<file path="config.mk">
export PLATFORM = sky130hd
export DESIGN_NAME = rts_trigger_seq
export DESIGN_NICKNAME = d
export VERILOG_FILES = /design/src/include/rts_pkg.sv /design/src/rts_gain_step.sv /design/src/rts_trigger_seq.sv
export SDC_FILE = /design/constraint.sdc
export NUM_CORES = 1
export LEC_CHECK = 0
export ABC_CLOCK_PERIOD_IN_PS = 6100
export BUFFER_PORTS_ARGS = -buffer_cell sky130_fd_sc_hd__buf_2
export CORE_ASPECT_RATIO = 1.75
export CORE_UTILIZATION = 40
export DETAILED_ROUTE_END_ITERATION = 10
export GPL_ROUTABILITY_DRIVEN = 1
export GPL_TIMING_DRIVEN = 0
export HOLD_SLACK_MARGIN = 0.05
export SYNTH_ARGS = -nofsm -noshare
export SYNTH_HDL_FRONTEND = slang
export SYNTH_HIERARCHICAL = 1
export SYNTH_SLANG_ARGS = --single-unit
</file>
<file path="constraint.sdc">
create_clock -name clock_in -period 6.1 [get_ports clock_in]
set_clock_uncertainty 0.15 [all_clocks]
set_input_delay 0.915 -clock clock_in [delete_from_list [all_inputs] [get_ports clock_in]]
set_output_delay 0.915 -clock clock_in [all_outputs]
set_load 0.01 [all_outputs]
</file>
<file path="src/include/rts_pkg.sv">
// Package: constants and types for the reader trigger sequencer
package rts_pkg;
  // Timebase
  localparam int CLK_HZ   = 50_000_000;
  localparam int TICK_US  = 1000;  // 1 ms timebase
  localparam int TICK_CYC = CLK_HZ / 1_000_000 * TICK_US;

  // Register offsets
  localparam logic [3:0] A_CTRL   = 4'h0;
  localparam logic [3:0] A_MCYCLE = 4'h1;
  localparam logic [3:0] A_BURST  = 4'h2;
  localparam logic [3:0] A_DECTO  = 4'h3;
  localparam logic [3:0] A_DUP    = 4'h4;
  localparam logic [3:0] A_GAIN   = 4'h5;
  localparam logic [3:0] A_HYST   = 4'h6;
  localparam logic [3:0] A_FRMN   = 4'h7;
  localparam logic [3:0] A_FGAP   = 4'h8;
  localparam logic [3:0] A_CMD    = 4'h9;
  localparam logic [3:0] A_MISS   = 4'hA;
  localparam logic [3:0] A_STAT   = 4'hB;

  // Limits, ms unless noted
  localparam logic [15:0] MCYCLE_MIN = 16'h0014;  // 20, exclusive
  localparam logic [15:0] ATTEMPT_MS = 16'h0014;  // 20
  localparam logic [15:0] BURST_INF  = 16'h7531;  // 30001
  localparam logic [15:0] DECTO_MIN  = 16'h000A;  // 10
  localparam logic [15:0] DECTO_MAX  = 16'h2710;  // 10000
  localparam logic [15:0] DUP_MAX    = 16'h7530;  // 30000
  localparam logic [15:0] FRMN_MIN   = 16'h0002;
  localparam logic [15:0] FRMN_MAX   = 16'h0009;
  localparam logic [15:0] FGAP_MIN   = 16'h0014;  // 20
  localparam logic [15:0] FGAP_MAX   = 16'h7530;  // 30000
  localparam logic [15:0] CMD_STOP   = 16'h8400;
  localparam logic [7:0]  GAIN_MAX   = 8'hFF;

  // Values after reset
  localparam logic [15:0] RST_MCYCLE = 16'h0064;
  localparam logic [15:0] RST_BURST  = 16'h03E8;
  localparam logic [15:0] RST_DECTO  = 16'h03E8;
  localparam logic [15:0] RST_DUP    = 16'h0000;
  localparam logic [7:0]  RST_GAIN   = 8'h64;
  localparam logic [7:0]  RST_HW     = 8'h05;
  localparam logic [3:0]  RST_HK     = 4'h0;
  localparam logic [3:0]  RST_FRMN   = 4'h4;
  localparam logic [15:0] RST_FGAP   = 16'h0064;

  typedef enum logic [1:0] {MODE_SINGLE, MODE_INTERVAL, MODE_FRAME} rts_mode_t;
  typedef enum logic [2:0] {ST_IDLE, ST_PREP, ST_CAP, ST_DEC, ST_GAP} rts_state_t;

  typedef struct packed {
    rts_mode_t   mode;
    logic        falling;
    logic        level_en;
    logic        async_en;
    logic        sup_bad;
    logic        stop_good;
    logic [15:0] mcycle;
    logic [15:0] burst;
    logic [15:0] dec_to;
    logic [15:0] dup;
    logic [7:0]  gain;
    logic [7:0]  hwidth;
    logic [3:0]  hk;
    logic [3:0]  frame_n;
    logic [15:0] gap;
  } rts_cfg_t;

  typedef struct packed {
    logic        done;
    logic        good;
    logic [15:0] data;
  } rts_dec_t;

  typedef struct packed {
    logic        valid;
    logic        good;
    logic [15:0] data;
  } rts_res_t;

  localparam rts_cfg_t CFG_RST = '{mode: MODE_SINGLE, falling: 1'b0, level_en: 1'b0,
    async_en: 1'b0, sup_bad: 1'b0, stop_good: 1'b0, mcycle: RST_MCYCLE, burst: RST_BURST,
    dec_to: RST_DECTO, dup: RST_DUP, gain: RST_GAIN, hwidth: RST_HW, hk: RST_HK,
    frame_n: RST_FRMN, gap: RST_FGAP};
endpackage

</file>
<file path="src/rts_gain_step.sv">
// Gain of one hysteresis step, clamped and registered
`timescale 1ns/1ns
`default_nettype none
module rts_gain_step
  import rts_pkg::*;
(
  // Clock, reset, enable
  input  wire logic       clock_in,
  input  wire logic       reset_n_in,
  input  wire logic       clk_en_in,
  // Step request
  input  wire logic [7:0] base_in,
  input  wire logic [7:0] width_in,
  input  wire logic [4:0] idx_in,
  // Result
  output logic [7:0]      gain_out
);
  typedef struct packed {
    logic [7:0] gain;
  } rts_gst_t;

  rts_gst_t    gst_ff;
  rts_gst_t    nxt_gst;
  logic [5:0]  idx_p1;
  logic [11:0] prod;
  logic [12:0] up;
  logic [12:0] dn;

  // Odd steps add, even steps subtract, magnitude grows every two
  assign idx_p1 = {1'b0, idx_in} + 6'h01;
  assign prod   = idx_p1[4:1] * width_in;
  assign up     = {5'h00, base_in} + {1'b0, prod};
  assign dn     = {5'h00, base_in} - {1'b0, prod};

  always_comb begin
    nxt_gst = gst_ff;
    if (clk_en_in) begin
      if (idx_in[0]) begin
        nxt_gst.gain = (up > {5'h00, GAIN_MAX}) ? GAIN_MAX : up[7:0];
      end else begin
        nxt_gst.gain = dn[12] ? 8'h00 : dn[7:0];
      end
    end
  end

  always_ff @(posedge clock_in or negedge reset_n_in) begin
    if (!reset_n_in) begin
      gst_ff <= '0;
    end else begin
      gst_ff <= nxt_gst;
    end
  end

  assign gain_out = gst_ff.gain;
endmodule
`default_nettype wire

</file>
<file path="src/rts_trigger_seq.sv">
// Trigger sequencer: trigger conditioning, capture/decode sequencing, registers
`timescale 1ns/1ns
`default_nettype none
module rts_trigger_seq
  import rts_pkg::*;
#(
  parameter int TICK_CYCLES = TICK_CYC
) (
  // Clock, reset, enable
  input  wire logic        clock_in,
  input  wire logic        reset_n_in,
  input  wire logic        clk_en_in,
  // Trigger inputs
  input  wire logic        trig_in,
  input  wire logic        trig2_in,
  // Register port
  input  wire logic [3:0]  reg_addr_in,
  input  wire logic [15:0] reg_wdata_in,
  input  wire logic        reg_wr_in,
  input  wire logic        reg_rd_in,
  output logic [15:0]      reg_rdata_out,
  // Imager and decoder
  input  wire logic        cap_done_in,
  input  wire rts_dec_t    dec_in,
  output logic             capture_out,
  output logic             abort_out,
  output logic [7:0]       gain_out,
  output rts_res_t         res_out,
  output logic             busy_out
);
  localparam logic [15:0] TICK_LAST = 16'(TICK_CYCLES - 1);

  typedef struct packed {
    rts_cfg_t    cfg;
    rts_state_t  state;
    logic        t_s1;
    logic        t_s2;
    logic        t_prv;
    logic        u_s1;
    logic        u_s2;
    logic        u_prv;
    logic [15:0] tick_cnt;
    logic [15:0] ms_trig;
    logic [15:0] ms_burst;
    logic [15:0] ms_dec;
    logic [15:0] ms_gap;
    logic [15:0] ms_dup;
    logic [15:0] budget;
    logic [4:0]  idx;
    logic [3:0]  nimg;
    logic        pend;
    logic        caprdy;
    logic        cap_pulse;
    logic        abort_pulse;
    rts_res_t    res;
    logic [15:0] last_data;
    logic        have_last;
    logic [15:0] missed;
    logic [15:0] rdata;
  } rts_core_t;

  rts_core_t   core_ff;
  rts_core_t   nxt_core;
  logic        tick;
  logic        act;
  logic        edge_det;
  logic        t2_edge;
  logic        lvl_mode;
  logic        spaced;
  logic        cmd_stop;
  logic        unlim;
  logic        stop_req;
  logic [15:0] eff_to;
  logic        to_hit;
  logic        fin;
  logic        good;
  logic        dup;
  logic        hyst_on;
  logic        last_h;
  logic [4:0]  nxt_step;
  logic        bbusy;
  logic        async_go;

  function automatic logic [15:0] sat_inc(input logic [15:0] v);
    return (v == 16'hFFFF) ? v : v + 16'h0001;
  endfunction

  function automatic logic in_rng(input logic [15:0] v, input logic [15:0] lo, input logic [15:0] hi);
    return (v >= lo) && (v <= hi);
  endfunction

  assign tick     = core_ff.tick_cnt == TICK_LAST;
  assign act      = core_ff.t_s2 ^ core_ff.cfg.falling;
  assign edge_det = act & ~(core_ff.t_prv ^ core_ff.cfg.falling);
  assign t2_edge  = core_ff.u_s2 & ~core_ff.u_prv;
  assign lvl_mode = core_ff.cfg.level_en & (core_ff.cfg.mode == MODE_SINGLE);
  assign spaced   = core_ff.ms_trig >= core_ff.cfg.mcycle;
  assign cmd_stop = reg_wr_in & (reg_addr_in == A_CMD) & (reg_wdata_in == CMD_STOP);
  assign unlim    = core_ff.cfg.burst == BURST_INF;
  assign stop_req = (cmd_stop | t2_edge) & unlim & (core_ff.cfg.mode == MODE_INTERVAL)
                  & (core_ff.state != ST_IDLE);
  // Machine cycle also caps the decode time in single mode
  assign eff_to   = (core_ff.cfg.mode == MODE_SINGLE && core_ff.cfg.mcycle < core_ff.cfg.dec_to)
                  ? core_ff.cfg.mcycle : core_ff.cfg.dec_to;
  assign to_hit   = (core_ff.state == ST_DEC) & (core_ff.ms_dec >= eff_to) & ~dec_in.done;
  assign fin      = (core_ff.state == ST_DEC) & (dec_in.done | to_hit);
  assign good     = (core_ff.state == ST_DEC) & dec_in.done & dec_in.good;
  assign dup      = core_ff.have_last & (dec_in.data == core_ff.last_data)
                  & (core_ff.ms_dup < core_ff.cfg.dup);
  assign hyst_on  = core_ff.cfg.hk != 4'h0;
  assign last_h   = core_ff.idx == {core_ff.cfg.hk, 1'b0};
  assign nxt_step = last_h ? 5'h00 : core_ff.idx + 5'h01;
  assign bbusy    = (core_ff.cfg.mode != MODE_SINGLE) & (core_ff.state != ST_IDLE);
  assign async_go = (core_ff.state == ST_DEC) & (core_ff.cfg.mode == MODE_SINGLE)
                  & core_ff.cfg.async_en & edge_det & spaced & ~core_ff.pend & ~fin;

  always_comb begin
    nxt_core = core_ff;
    if (clk_en_in) begin
      nxt_core.cap_pulse   = 1'b0;
      nxt_core.abort_pulse = 1'b0;
      nxt_core.res.valid   = 1'b0;
      nxt_core.rdata       = 16'h0000;
      nxt_core.tick_cnt    = tick ? 16'h0000 : core_ff.tick_cnt + 16'h0001;
      nxt_core.t_s1        = trig_in;
      nxt_core.t_s2        = core_ff.t_s1;
      nxt_core.t_prv       = core_ff.t_s2;
      nxt_core.u_s1        = trig2_in;
      nxt_core.u_s2        = core_ff.u_s1;
      nxt_core.u_prv       = core_ff.u_s2;
      if (tick) begin
        nxt_core.ms_trig  = sat_inc(core_ff.ms_trig);
        nxt_core.ms_burst = sat_inc(core_ff.ms_burst);
        nxt_core.ms_dec   = sat_inc(core_ff.ms_dec);
        nxt_core.ms_gap   = sat_inc(core_ff.ms_gap);
        nxt_core.ms_dup   = sat_inc(core_ff.ms_dup);
      end

      // Out-of-range writes leave the setting unchanged
      if (reg_wr_in) begin
        case (reg_addr_in)
          A_CTRL: begin
            if (reg_wdata_in[1:0] != 2'h3) begin
              nxt_core.cfg.mode = rts_mode_t'(reg_wdata_in[1:0]);
            end
            nxt_core.cfg.falling   = reg_wdata_in[2];
            nxt_core.cfg.level_en  = reg_wdata_in[3];
            nxt_core.cfg.async_en  = reg_wdata_in[4];
            nxt_core.cfg.sup_bad   = reg_wdata_in[5];
            nxt_core.cfg.stop_good = reg_wdata_in[6];
          end
          A_MCYCLE: if (reg_wdata_in > MCYCLE_MIN) nxt_core.cfg.mcycle = reg_wdata_in;
          A_BURST:  if (reg_wdata_in <= BURST_INF) nxt_core.cfg.burst = reg_wdata_in;
          A_DECTO:  if (in_rng(reg_wdata_in, DECTO_MIN, DECTO_MAX)) nxt_core.cfg.dec_to = reg_wdata_in;
          A_DUP:    if (reg_wdata_in <= DUP_MAX) nxt_core.cfg.dup = reg_wdata_in;
          A_GAIN:   nxt_core.cfg.gain = reg_wdata_in[7:0];
          A_HYST: begin
            nxt_core.cfg.hk     = reg_wdata_in[3:0];
            nxt_core.cfg.hwidth = reg_wdata_in[15:8];
          end
          A_FRMN:   if (in_rng(reg_wdata_in, FRMN_MIN, FRMN_MAX)) nxt_core.cfg.frame_n = reg_wdata_in[3:0];
          A_FGAP:   if (in_rng(reg_wdata_in, FGAP_MIN, FGAP_MAX)) nxt_core.cfg.gap = reg_wdata_in;
          A_MISS:   nxt_core.missed = 16'h0000;
          default:  ;
        endcase
      end
      // Applied after the clear so a same-cycle miss still counts
      if (bbusy && edge_det) nxt_core.missed = sat_inc(nxt_core.missed);

      if (reg_rd_in) begin
        case (reg_addr_in)
          A_CTRL:   nxt_core.rdata = {9'h000, core_ff.cfg.stop_good, core_ff.cfg.sup_bad,
                                      core_ff.cfg.async_en, core_ff.cfg.level_en,
                                      core_ff.cfg.falling, core_ff.cfg.mode};
          A_MCYCLE: nxt_core.rdata = core_ff.cfg.mcycle;
          A_BURST:  nxt_core.rdata = core_ff.cfg.burst;
          A_DECTO:  nxt_core.rdata = core_ff.cfg.dec_to;
          A_DUP:    nxt_core.rdata = core_ff.cfg.dup;
          A_GAIN:   nxt_core.rdata = {8'h00, core_ff.cfg.gain};
          A_HYST:   nxt_core.rdata = {core_ff.cfg.hwidth, 4'h0, core_ff.cfg.hk};
          A_FRMN:   nxt_core.rdata = {12'h000, core_ff.cfg.frame_n};
          A_FGAP:   nxt_core.rdata = core_ff.cfg.gap;
          A_MISS:   nxt_core.rdata = core_ff.missed;
          A_STAT:   nxt_core.rdata = {11'h000, core_ff.pend, act, core_ff.state};
          default:  nxt_core.rdata = 16'h0000;
        endcase
      end

      case (core_ff.state)
        ST_IDLE: begin
          if ((lvl_mode ? act : edge_det) && spaced) begin
            nxt_core.ms_trig  = 16'h0000;
            nxt_core.ms_burst = 16'h0000;
            nxt_core.budget   = 16'h0000;
            nxt_core.idx      = 5'h00;
            nxt_core.nimg     = 4'h0;
            nxt_core.state    = ST_PREP;
          end
        end
        ST_PREP: begin
          // Gain settles here, capture fires with it next cycle
          nxt_core.cap_pulse = 1'b1;
          nxt_core.budget    = (core_ff.budget > 16'hFFFF - ATTEMPT_MS - core_ff.cfg.dec_to)
                             ? 16'hFFFF : core_ff.budget + ATTEMPT_MS + core_ff.cfg.dec_to;
          nxt_core.state     = ST_CAP;
        end
        ST_CAP: begin
          if (cap_done_in) begin
            nxt_core.ms_dec = 16'h0000;
            nxt_core.state  = ST_DEC;
          end
        end
        ST_DEC: begin
          if (cap_done_in && core_ff.pend) nxt_core.caprdy = 1'b1;
          if (async_go) begin
            nxt_core.cap_pulse = 1'b1;
            nxt_core.pend      = 1'b1;
            nxt_core.ms_trig   = 16'h0000;
          end
          if (to_hit) nxt_core.abort_pulse = 1'b1;
          if (good) begin
            nxt_core.last_data = dec_in.data;
            nxt_core.have_last = 1'b1;
            nxt_core.ms_dup    = 16'h0000;
            if (!dup) begin
              nxt_core.res = '{valid: 1'b1, good: 1'b1, data: dec_in.data};
            end
          end else if (fin && !core_ff.cfg.sup_bad) begin
            nxt_core.res = '{valid: 1'b1, good: 1'b0, data: 16'h0000};
          end
          if (fin) begin
            case (core_ff.cfg.mode)
              MODE_SINGLE: begin
                if (core_ff.pend) begin
                  nxt_core.pend   = 1'b0;
                  nxt_core.caprdy = 1'b0;
                  nxt_core.ms_dec = 16'h0000;
                  nxt_core.state  = (core_ff.caprdy || cap_done_in) ? ST_DEC : ST_CAP;
                end else if (hyst_on && !good && !last_h) begin
                  nxt_core.idx   = nxt_step;
                  nxt_core.state = ST_PREP;
                end else if (lvl_mode && act) begin
                  nxt_core.idx   = 5'h00;
                  nxt_core.state = ST_PREP;
                end else begin
                  nxt_core.state = ST_IDLE;
                end
              end
              MODE_INTERVAL: begin
                if ((!unlim && core_ff.ms_burst >= core_ff.cfg.burst && core_ff.budget >= core_ff.cfg.burst)
                    || (core_ff.cfg.stop_good && !unlim && good)) begin
                  nxt_core.state = ST_IDLE;
                end else begin
                  nxt_core.idx   = good ? 5'h00 : nxt_step;
                  nxt_core.state = ST_PREP;
                end
              end
              MODE_FRAME: begin
                if (good || core_ff.nimg + 4'h1 >= core_ff.cfg.frame_n) begin
                  nxt_core.state = ST_IDLE;
                end else begin
                  nxt_core.nimg   = core_ff.nimg + 4'h1;
                  nxt_core.idx    = nxt_step;
                  nxt_core.ms_gap = 16'h0000;
                  nxt_core.state  = ST_GAP;
                end
              end
              default: nxt_core.state = ST_IDLE;
            endcase
          end
        end
        ST_GAP: begin
          if (core_ff.ms_gap >= core_ff.cfg.gap) nxt_core.state = ST_PREP;
        end
        default: nxt_core.state = ST_IDLE;
      endcase

      if (stop_req) begin
        if (core_ff.state == ST_DEC) nxt_core.abort_pulse = 1'b1;
        nxt_core.cap_pulse = 1'b0;
        nxt_core.state = ST_IDLE;
      end
    end
  end

  always_ff @(posedge clock_in or negedge reset_n_in) begin
    if (!reset_n_in) begin
      core_ff         <= '0;
      core_ff.cfg     <= CFG_RST;
      core_ff.ms_trig <= 16'hFFFF;
    end else begin
      core_ff <= nxt_core;
    end
  end

  rts_gain_step u_gain (
    .clock_in   (clock_in),
    .reset_n_in (reset_n_in),
    .clk_en_in  (clk_en_in),
    .base_in    (core_ff.cfg.gain),
    .width_in   (core_ff.cfg.hwidth),
    .idx_in     (core_ff.idx),
    .gain_out   (gain_out)
  );

  assign reg_rdata_out = core_ff.rdata;
  assign capture_out   = core_ff.cap_pulse;
  assign abort_out     = core_ff.abort_pulse;
  assign res_out       = core_ff.res;
  assign busy_out      = core_ff.state != ST_IDLE;
endmodule
`default_nettype wire

</file>
* Word level (Yosys, flattened, before mapping)
Index checks and enable logic that the tools add are counted.
** Word-level totals
- Bits in registers :: 320
- Input bits :: 46
- Word-level logic and storage cells :: 272
- Output and inout port bits :: 45
** Operators by class
- Multiplexer cells :: 73
- $lt $le $gt $ge :: 18
- Eq/ne operators :: 43
- $mul :: 1
- Bitwise operators :: 31
- Reductions and logical operators :: 48
- Add/subtract/negate cells :: 15
** Operators with widths (number)
- two-way mux 16 bit :: 22
- case mux 16 bit (11 select lines) :: 1
- equality test 16 bit (second input constant) :: 8
- adder 16 x 1 -> 16 bit (second input constant) :: 7
- two-way mux 32 bit :: 3
- case mux 16 bit (2 select lines) :: 3
- >= comparator 16 bit :: 5
- two-way mux 80 bit :: 1
- two-way mux 18 bit :: 3
- two-way mux 36 bit :: 1
- <= comparator 16 x 15 -> 1 bit (second input constant) :: 2
- < comparator 16 bit :: 2
- AND reduction 4 bit :: 8
- two-way mux 5 bit :: 6
- two-way mux 25 bit :: 1
- two-way mux 3 bit :: 8
- two-way mux 8 bit :: 3
- AND 1 bit :: 22
- != test 3 bit (second input constant) :: 7
- case mux 9 bit (2 select lines) :: 1
- two-way mux 17 bit :: 1
- adder 16 bit :: 1
- adder 16 x 5 -> 16 bit (second input constant) :: 1
- equality test 16 x 15 -> 1 bit (second input constant) :: 1
- 56 further kinds :: 111

* Longest topological paths before layout
Gate-level depths: netlist (run 1).
- Depth in word-level cells :: 15
- Gate-level depth with buffers :: 20
- Gate-level depth less buffers :: 20

* By module
The synthesis (run 1) kept the hierarchy.
** Modules (own cells, without submodules)
- rts_trigger_seq :: sequential area each 7857.5 sq um, times used 1, cells an instance 2109, area an instance 19698.9 sq um
- rts_gain_step :: sequential area each 200.2 sq um, times used 1, cells an instance 264, area an instance 2179.6 sq um

* Least setup slack after synthesis (run 1)
Ideal clock, no wire load.
- Path type :: register to register
- From :: register core_ff[75] in the netlist's numbering
- To :: register u_gain.gst_ff, in the netlist u_gain/gain_out[0]
- Data required time :: 5.874 ns
- Path slack :: 1.129 ns
- Period minus slack after synthesis :: 4.971 ns
- Data arrival time :: 4.744 ns
- Cell stages (with the launch flop) :: 20
- Path buffers :: 0
- Setup time :: 0.076 ns
- Cells stage by stage :: dfrtp_1 -> ha_1 -> nand3_1 -> xor2_1 -> nand2b_1 -> fa_1 -> inv_1 -> fa_1 -> inv_1 -> fa_1 -> inv_1 -> ha_1 -> o21a_1 -> o31a_1 -> o311a_1 -> nand4_1 -> or3b_1 -> a31oi_2 -> o21ai_0 -> o21ai_1
** On the way
- Word-level cells in the longest chain between the ends :: 6
- Elaborated cells on any way between the ends :: 8
- Those cells by class :: add/sub: 3; mul: 1; order compare: 1; mux: 3
** RTL lines
- start: declaration :: RTL line rts_trigger_seq.sv:62 : rts_core_t core_ff;
- start signal: assignment :: RTL line rts_trigger_seq.sv:292 : core_ff <= nxt_core;
- adder 5 x 1 -> 5 bit :: RTL line rts_gain_step.sv:30 : assign idx_p1 = {1'b0, idx_in} + 6'h01;
- multiplier 4 x 8 -> 12 bit :: RTL line rts_gain_step.sv:31 : assign prod = idx_p1[4:1] * width_in;
- adder 8 x 12 -> 13 bit :: RTL line rts_gain_step.sv:32 : assign up = {5'h00, base_in} + {1'b0, prod};
- greater-than comparator 13 x 8 -> 1 bit :: RTL line rts_gain_step.sv:39 : nxt_gst.gain = (up > {5'h00, GAIN_MAX}) ? GAIN_MAX : up[7:0];
- two-way mux 8 bit :: RTL line rts_gain_step.sv:39
- two-way mux 8 bit * :: RTL line rts_gain_step.sv:38 : if (idx_in[0]) begin
- end signal: assignment :: RTL line rts_gain_step.sv:50 : gst_ff <= nxt_gst;
- end: declaration :: RTL line rts_gain_step.sv:22 : rts_gst_t gst_ff;
Mark *: on every way between the ends. The rest lies on a longest branch, timed or not.
A chain may end at the register's enable or synchronous reset.

* Worst setup path after layout (run 1)
Same ends and word-level chain as after synthesis.

==> summary.txt, run 1 <==
Status: complete, but fails checks
Failing checks: max-capacitance violations
GP Congestion: 1.02
Top cells by count, synth: dfrtp_1, nand2_1, ha_1
Port-buffer cells: 78
Row count: 113
Vias: 18900
Syn. warnings: 6
Top_reg_cell synth: dfrtp_1
RSZ-0062 raised after global routing: false
Synthesized net count: 2642
Reported max-cap violation count: 1
Setup violators final: 0
Critical Setup Path Class: register to register
Max FO, Critical Path: 12
Vias in the first global route: 19300
Cells after synthesis: 2373
Sw Share: 37.8%
Max-slew violation total from the final report: 0
Cell Int Power: 0.00480 W
Drc violations: 0
Clk slew on worst S/H paths: 60 ps
Number of buffers and inverters on the critical path: 3
Slew @ Worst Pin: 1480 ps
Die area: 55700 um^2
Post-route clock period utilization: 93.1%
Crit path arrival time: 6040 ps
Crit end category: register
Register area share after synthesis: 36.8%
Reg area: 8060 um^2
Fmax: 176 MHz
Io pins: 91
Largest area contributor in the netlist: dfrtp_1
HPWL Detailed: 60200 um
ANT nets after route: 0
Slew headroom: 0.601%
Largest net degree at the start of global routing: 115
Syn Area/Cell: 9.22 um^2
Layout area overhead: 11.5%
TritonCTS buffer count: 31
Grt total ovfl: 0
CP max stage delay: 590 ps
H-tree depth: 1
Maximum VDD drop: 0.000242 V
Initial Utilization: 40.4%
CORE AREA: 54200 um^2
Clock Path Buffers: 3
Total GRT Usage: 27.8%
Final Power: 0.00771 W
GR peak layer: met2
Final hold viol count: 0
Most common cell in the netlist: dfrtp_1
Clock root buffer master: clkbuf_16
Setup crit start kind: register
LEAKAGE: 11.3 nW
Req. time, crit path: 6470 ps
Synthesized flop and latch total: 320
CP Cell Sequence: ha_1, xor2_1, nand2_1, fa_1, inv_1, fa_1, inv_1, fa_1, inv_1, ha_1, o21a_1, o31a_1, o311a_1, nand4_1, or3b_1, a31oi_2, o21ai_0, o21ai_1
CP max-delay cell: dfrtp_1
Clock share of power: 27.4%
# nets final: 2758
Sink Count: 320
Net Switching: 0.00291 W
Synth cell types: 92
Clock insertion delay at the later pin of the skew report: 620 ps
Synth area leaders: dfrtp_1, ha_1, dfstp_2
Family with the most delay on the worst path: adder cells
Placed cell areas: 23200 um^2
Chip Width: 179 um
CTS tree: built
Sequential power share: 38.4%
DRT Pass-1 Iters: 6
Met3 usage in global routing: 3.67%
Cell area after layout: 24400 um^2
Met2 Use GR: 48.8%
Async S/R FF share, synth: 100%
Post-synth top area share: 32.0%
Wire per inst: 23.9 um
Final WL: 76400 um
Fillers: 5246
Comb power frac: 34.3%
Vias per inst: 5.90
Pwr dens: 316 nW/um^2
Minimum clock period: 5680 ps
Global-route met1 utilization: 29.2%
Initial antenna violation count: 1
Worst Hold Class: primary input to asynchronous set/reset pin
Post-synth EDFFs: 0
DR iter-0 viols: 1517
Die Ht: 311 um
Mapped Area: 21900 um^2
First-pass GRT wire length: 116000 um
Multi-input gate area in the final layout: 12600 um^2
Share of layout cells above drive strength 1: 13.3%
[metal layers]
metal / share of wire [%] / vias to the layer above / routed length [um]
met2: 51 / 633 / 38700
met4: 9.4 / 2 / 7160
met1: 35 / 9331 / 27000
li1: - / 8706 / -
met5: 0.016 / - / 12
met3: 4.7 / 243 / 3600
[power by group through the flow]
stage / registers [W] / clock network, W / logic (W)
floorplan: 0.00278 / 0 / 0.00187
global placement: 0.00297 / 0 / 0.00253
detailed placement: 0.00298 / 0 / 0.00261
CTS: 0.00294 / 0.00214 / 0.00263
global route: 0.00299 / 0.00221 / 0.00294
finish: 0.00296 / 0.00211 / 0.00264
[sequential cells by signal (all words and copies together), names as in the netlist]
register and count:
abort_out 1, core_ff 276, u_gain/gain_out 8, reg_rdata_out 16, res_out 18, capture_out 1
[path summary, 6_finish.rpt]
kind | end | slack [ps] | from | cells after the start
max | u_gain/gain_out[0] | 420 | core_ff[75] | 18
min | u_gain/gain_out[6] | 170 | reset_n_in | 1
max reg2reg | u_gain/gain_out[0] | 420 | core_ff[75] | 18
min reg2reg | core_ff[32] | 320 | core_ff[32] | 1
max in group asynchronous | core_ff[262] | 4100 | reset_n_in | 3
min in group clock_in | core_ff[32] | 320 | core_ff[32] | 1
[cells in the final DEF, fill, tap and decap left out, drive strengths merged, types with 52 or more instances in the layout]
cell and n:
xnor2 76, nand3 87, nand2 218, ha 208, a21oi 126, dfrtp 280
clkbuf 109, o21ai 146, nor2 148, xor2 61, mux2 73, inv 175
a31oi 52, buf 129
[layout make-up]
class	count	area share, %
buffer	115	2.39
clock buffer	40	3.52
multi-input combinational	1763	51.8
tap	690	3.54
antenna	1	0.0103
clock inverter	18	0.934
sequential	320	33.0
inverter	174	2.68
timing repair buffer	84	2.06
[logic make-up after synthesis]
family | count (synthesis) | synth area share, %
adders and majority gates | 223 | 13.3
DFF | 320 | 36.8
xor gates and xnor gates | 137 | 5.48
and+or+nand+nor | 727 | 16.4
AOI/OAI and AO/OA | 562 | 16.7
muxes | 114 | 5.63
buffers and inverters | 290 | 5.64
[stage by stage]
step	TNS [ps]	hold WS (ps)	utilization (%)	instances	setup slack, ps
final	0	174	45.0	3205	423
after global routing	0	285	45.0	3204	21.6
after CTS	0	257	44.9	3203	4.07
after detailed placement	-4250	307	42.9	3145	-300
after global placement	-630300	314	42.7	3141	-2250
after floorplan	0	285	-	2373	1130
[what timing repair did]
item / CTS / global route
setup buffers: 0 / 2
pin swaps: 0 / 1
cloned: 0 / 0
setup endpoints to repair: 21 / 56
hold buffers: 0 / 0
resized for setup: 2 / 12
No activity file was read; power rests on OpenSTA's default activity.
==> inputs of run 2 (changes only) <==
--- a/config.mk
+++ b/config.mk
@@ -13,6 +13,7 @@
 export GPL_ROUTABILITY_DRIVEN = 1
 export GPL_TIMING_DRIVEN = 0
 export HOLD_SLACK_MARGIN = 0.05
+export RECOVER_POWER = 25
 export SYNTH_ARGS = -nofsm -noshare
 export SYNTH_HDL_FRONTEND = slang
 export SYNTH_HIERARCHICAL = 1
==> summary.txt, run 2 (synthesis results as in run 1) <==
Initial Utilization: 40.4% (unchanged)
Chip Width: 179 um (unchanged)
Initial antenna violation count: 1 (unchanged)
Clock insertion delay at the later pin of the skew report: 620 ps (about the same)
Vias: 18900 (about the same)
Clock Path Buffers: 3 (unchanged)
HPWL Detailed: 60200 um (unchanged)
Status: complete, but fails checks (unchanged)
CTS tree: built (unchanged)
Minimum clock period: 5680 ps (about the same)
Share of layout cells above drive strength 1: 13.3% (unchanged)
Slew headroom: -91.9% (was 0.601%)
Final hold viol count: 0 (unchanged)
Max reg flops: 276 (unchanged)
Multi-input gate area in the final layout: 12600 um^2 (unchanged)
RSZ-0062 raised after global routing: false (unchanged)
Hold_sp: core_ff[32]
Hold EP: core_ff[32]
Post-route clock period utilization: 93.1% (about the same)
TritonCTS buffer count: 31 (unchanged)
Worst R2R Setup Slack: 420 ps (about the same)
Clock root buffer master: clkbuf_16 (unchanged)
Io pins: 91 (unchanged)
Pwr dens: 316 nW/um^2 (about the same)
Commonest non-fill, non-tap cells in the layout: dfrtp_1, nand2_1, ha_1 (unchanged)
Crit. Startpoint: core_ff[75] (unchanged)
Max FO, Critical Path: 12 (unchanged)
Fillers: 5247 (was 5246)
Fmax: 176 MHz (about the same)
Maximum VDD drop: 0.000242 V (about the same)
ANT nets after route: 0 (unchanged)
CORE AREA: 54200 um^2 (unchanged)
Total GRT Usage: 27.8% (unchanged)
Port-buffer cells: 78 (unchanged)
Hold path depth: 1
DRT Pass-1 Iters: 6 (unchanged)
First-pass GRT wire length: 116000 um (unchanged)
Crit end category: register (unchanged)
Clk slew on worst S/H paths: 60 ps (about the same)
Reg-to-reg endpoint: u_gain/gain_out[0] (unchanged)
Core Util, Final: 45.0% (about the same)
Max-slew violation total from the final report: 109 (was 0)
Reg2reg path depth: 18 (unchanged)
Setup violators final: 0 (unchanged)
Final Power: 0.00771 W (about the same)
Req. time, crit path: 6470 ps (about the same)
H-tree depth: 1 (unchanged)
Drc violations: 0 (unchanged)
Crit path arrival time: 6040 ps (about the same)
Vias in the first global route: 19300 (unchanged)
Die Ht: 311 um (unchanged)
Worst Hold Class: register to register (was primary input to asynchronous set/reset pin)
Row count: 113 (unchanged)
Wire per inst: 23.9 um (about the same)
Sink Count: 320 (unchanged)
Layout area overhead: 11.4% (was 11.5%)
Setup crit start kind: register (unchanged)
Critical Setup Path Class: register to register (unchanged)
DR iter-0 viols: 1517 (unchanged)
Commonest non-fill, non-tap cell in the layout: dfrtp_1 (unchanged)
Die area: 55700 um^2 (unchanged)
Final WL: 76400 um (about the same)
Number of buffers and inverters on the critical path: 3 (unchanged)
GP Congestion: 1.02 (unchanged)
Grt total ovfl: 0 (unchanged)
CP max stage delay: 590 ps (about the same)
R2R Path Start: core_ff[75] (unchanged)
CP Cell Sequence: ha_1, xor2_1, nand2_1, fa_1, inv_1, fa_1, inv_1, fa_1, inv_1, ha_1, o21a_1, o31a_1, o311a_1, nand4_1, or3b_1, a31oi_2, o21ai_0, o21ai_1 (unchanged)
Total Neg Setup Slack: 0 ps (unchanged)
Failing checks: max-capacitance violations, max-slew violations (was max-capacitance violations)
LEAKAGE: 11.3 nW (about the same)
Vias per inst: 5.91 (was 5.90)
Family with the most delay on the worst path: adder cells (unchanged)
# nets final: 2758 (unchanged)
CP max-delay cell: dfrtp_1 (unchanged)
Largest net degree at the start of global routing: 115 (unchanged)
Slew @ Worst Pin: 2880 ps (was 1480 ps)
Reg area: 8060 um^2 (unchanged)
Reported max-cap violation count: 2 (was 1)
Largest register by flop count: core_ff (unchanged)
[run 2: where the power goes]
part	internal [W]	total, W	switching (W)
combinational	0.00113	0.00264	0.00151
clock	0.00117	0.00211	0.000936
sequential	0.00249	0.00296	0.000467
[run 2: cell type report]
class	instances	share of cell area [%]
Sequential cell	320	33.1
Clock inverter	18	0.934
Tap cell	690	3.54
Antenna cell	1	0.0103
Inverter	174	2.68
Clock buffer	40	3.53
Timing Repair Buffer	84	2.02
Multi-Input combinational cell	1763	51.9
Buffer	115	2.39
[run 2: how the worst max path moves through the flow]
stage	endpoint	slack, ps	depth (start not counted)
detailed placement	core_ff[164]	-300	18
finish	u_gain/gain_out[0]	420	18
global route	u_gain/gain_out[0]	20	18
floorplan	u_gain/gain_out[0]	1130	19
global placement	core_ff[83]	-2250	1
CTS	core_ff[138]	4	20
[run 2: routing by layer]
metal	vias to the layer above	wire length (um)	global-route usage, %	share of wire (%)
met5	-	12	0	0.016
met4	2	7150	22.2	9.4
met3	247	3560	3.67	4.7
met2	630	38700	48.8	51
met1	9341	27000	29.2	35
li1	8706	-	-	-
[run 2: worst reg2reg max path, cell delays in order (launching register included)]
cell and delay [ps]:
dfrtp_1 590, ha_1 260, xor2_1 550, nand2_1 160, fa_1 510, inv_1 60
fa_1 560, inv_1 70, fa_1 580, inv_1 60, ha_1 380, o21a_1 220
o31a_1 130, o311a_1 330, nand4_1 90, or3b_1 430, a31oi_2 260, o21ai_0 140
o21ai_1 100
[run 2: stage by stage]
stage,setup slack (ps),hold WS (ps),cell area (um^2),std cells
6_report,422,323,24400,3205
5_1_grt,21.6,344,24400,3204
4_1_cts,4.07,257,24300,3203
3_5_place_dp,-300,307,23200,3145
3_3_place_gp,-2250,314,23100,3141
2_1_floorplan,1130,285,21900,2373
[run 2: timing repair]
item,4_1_cts,5_1_grt
hold buffers,0,0
endpoints found under the setup margin,21,56
pin swaps,0,1
buffers inserted,0,2
endpoints found under the hold margin,0,0
gates resized for setup,2,12
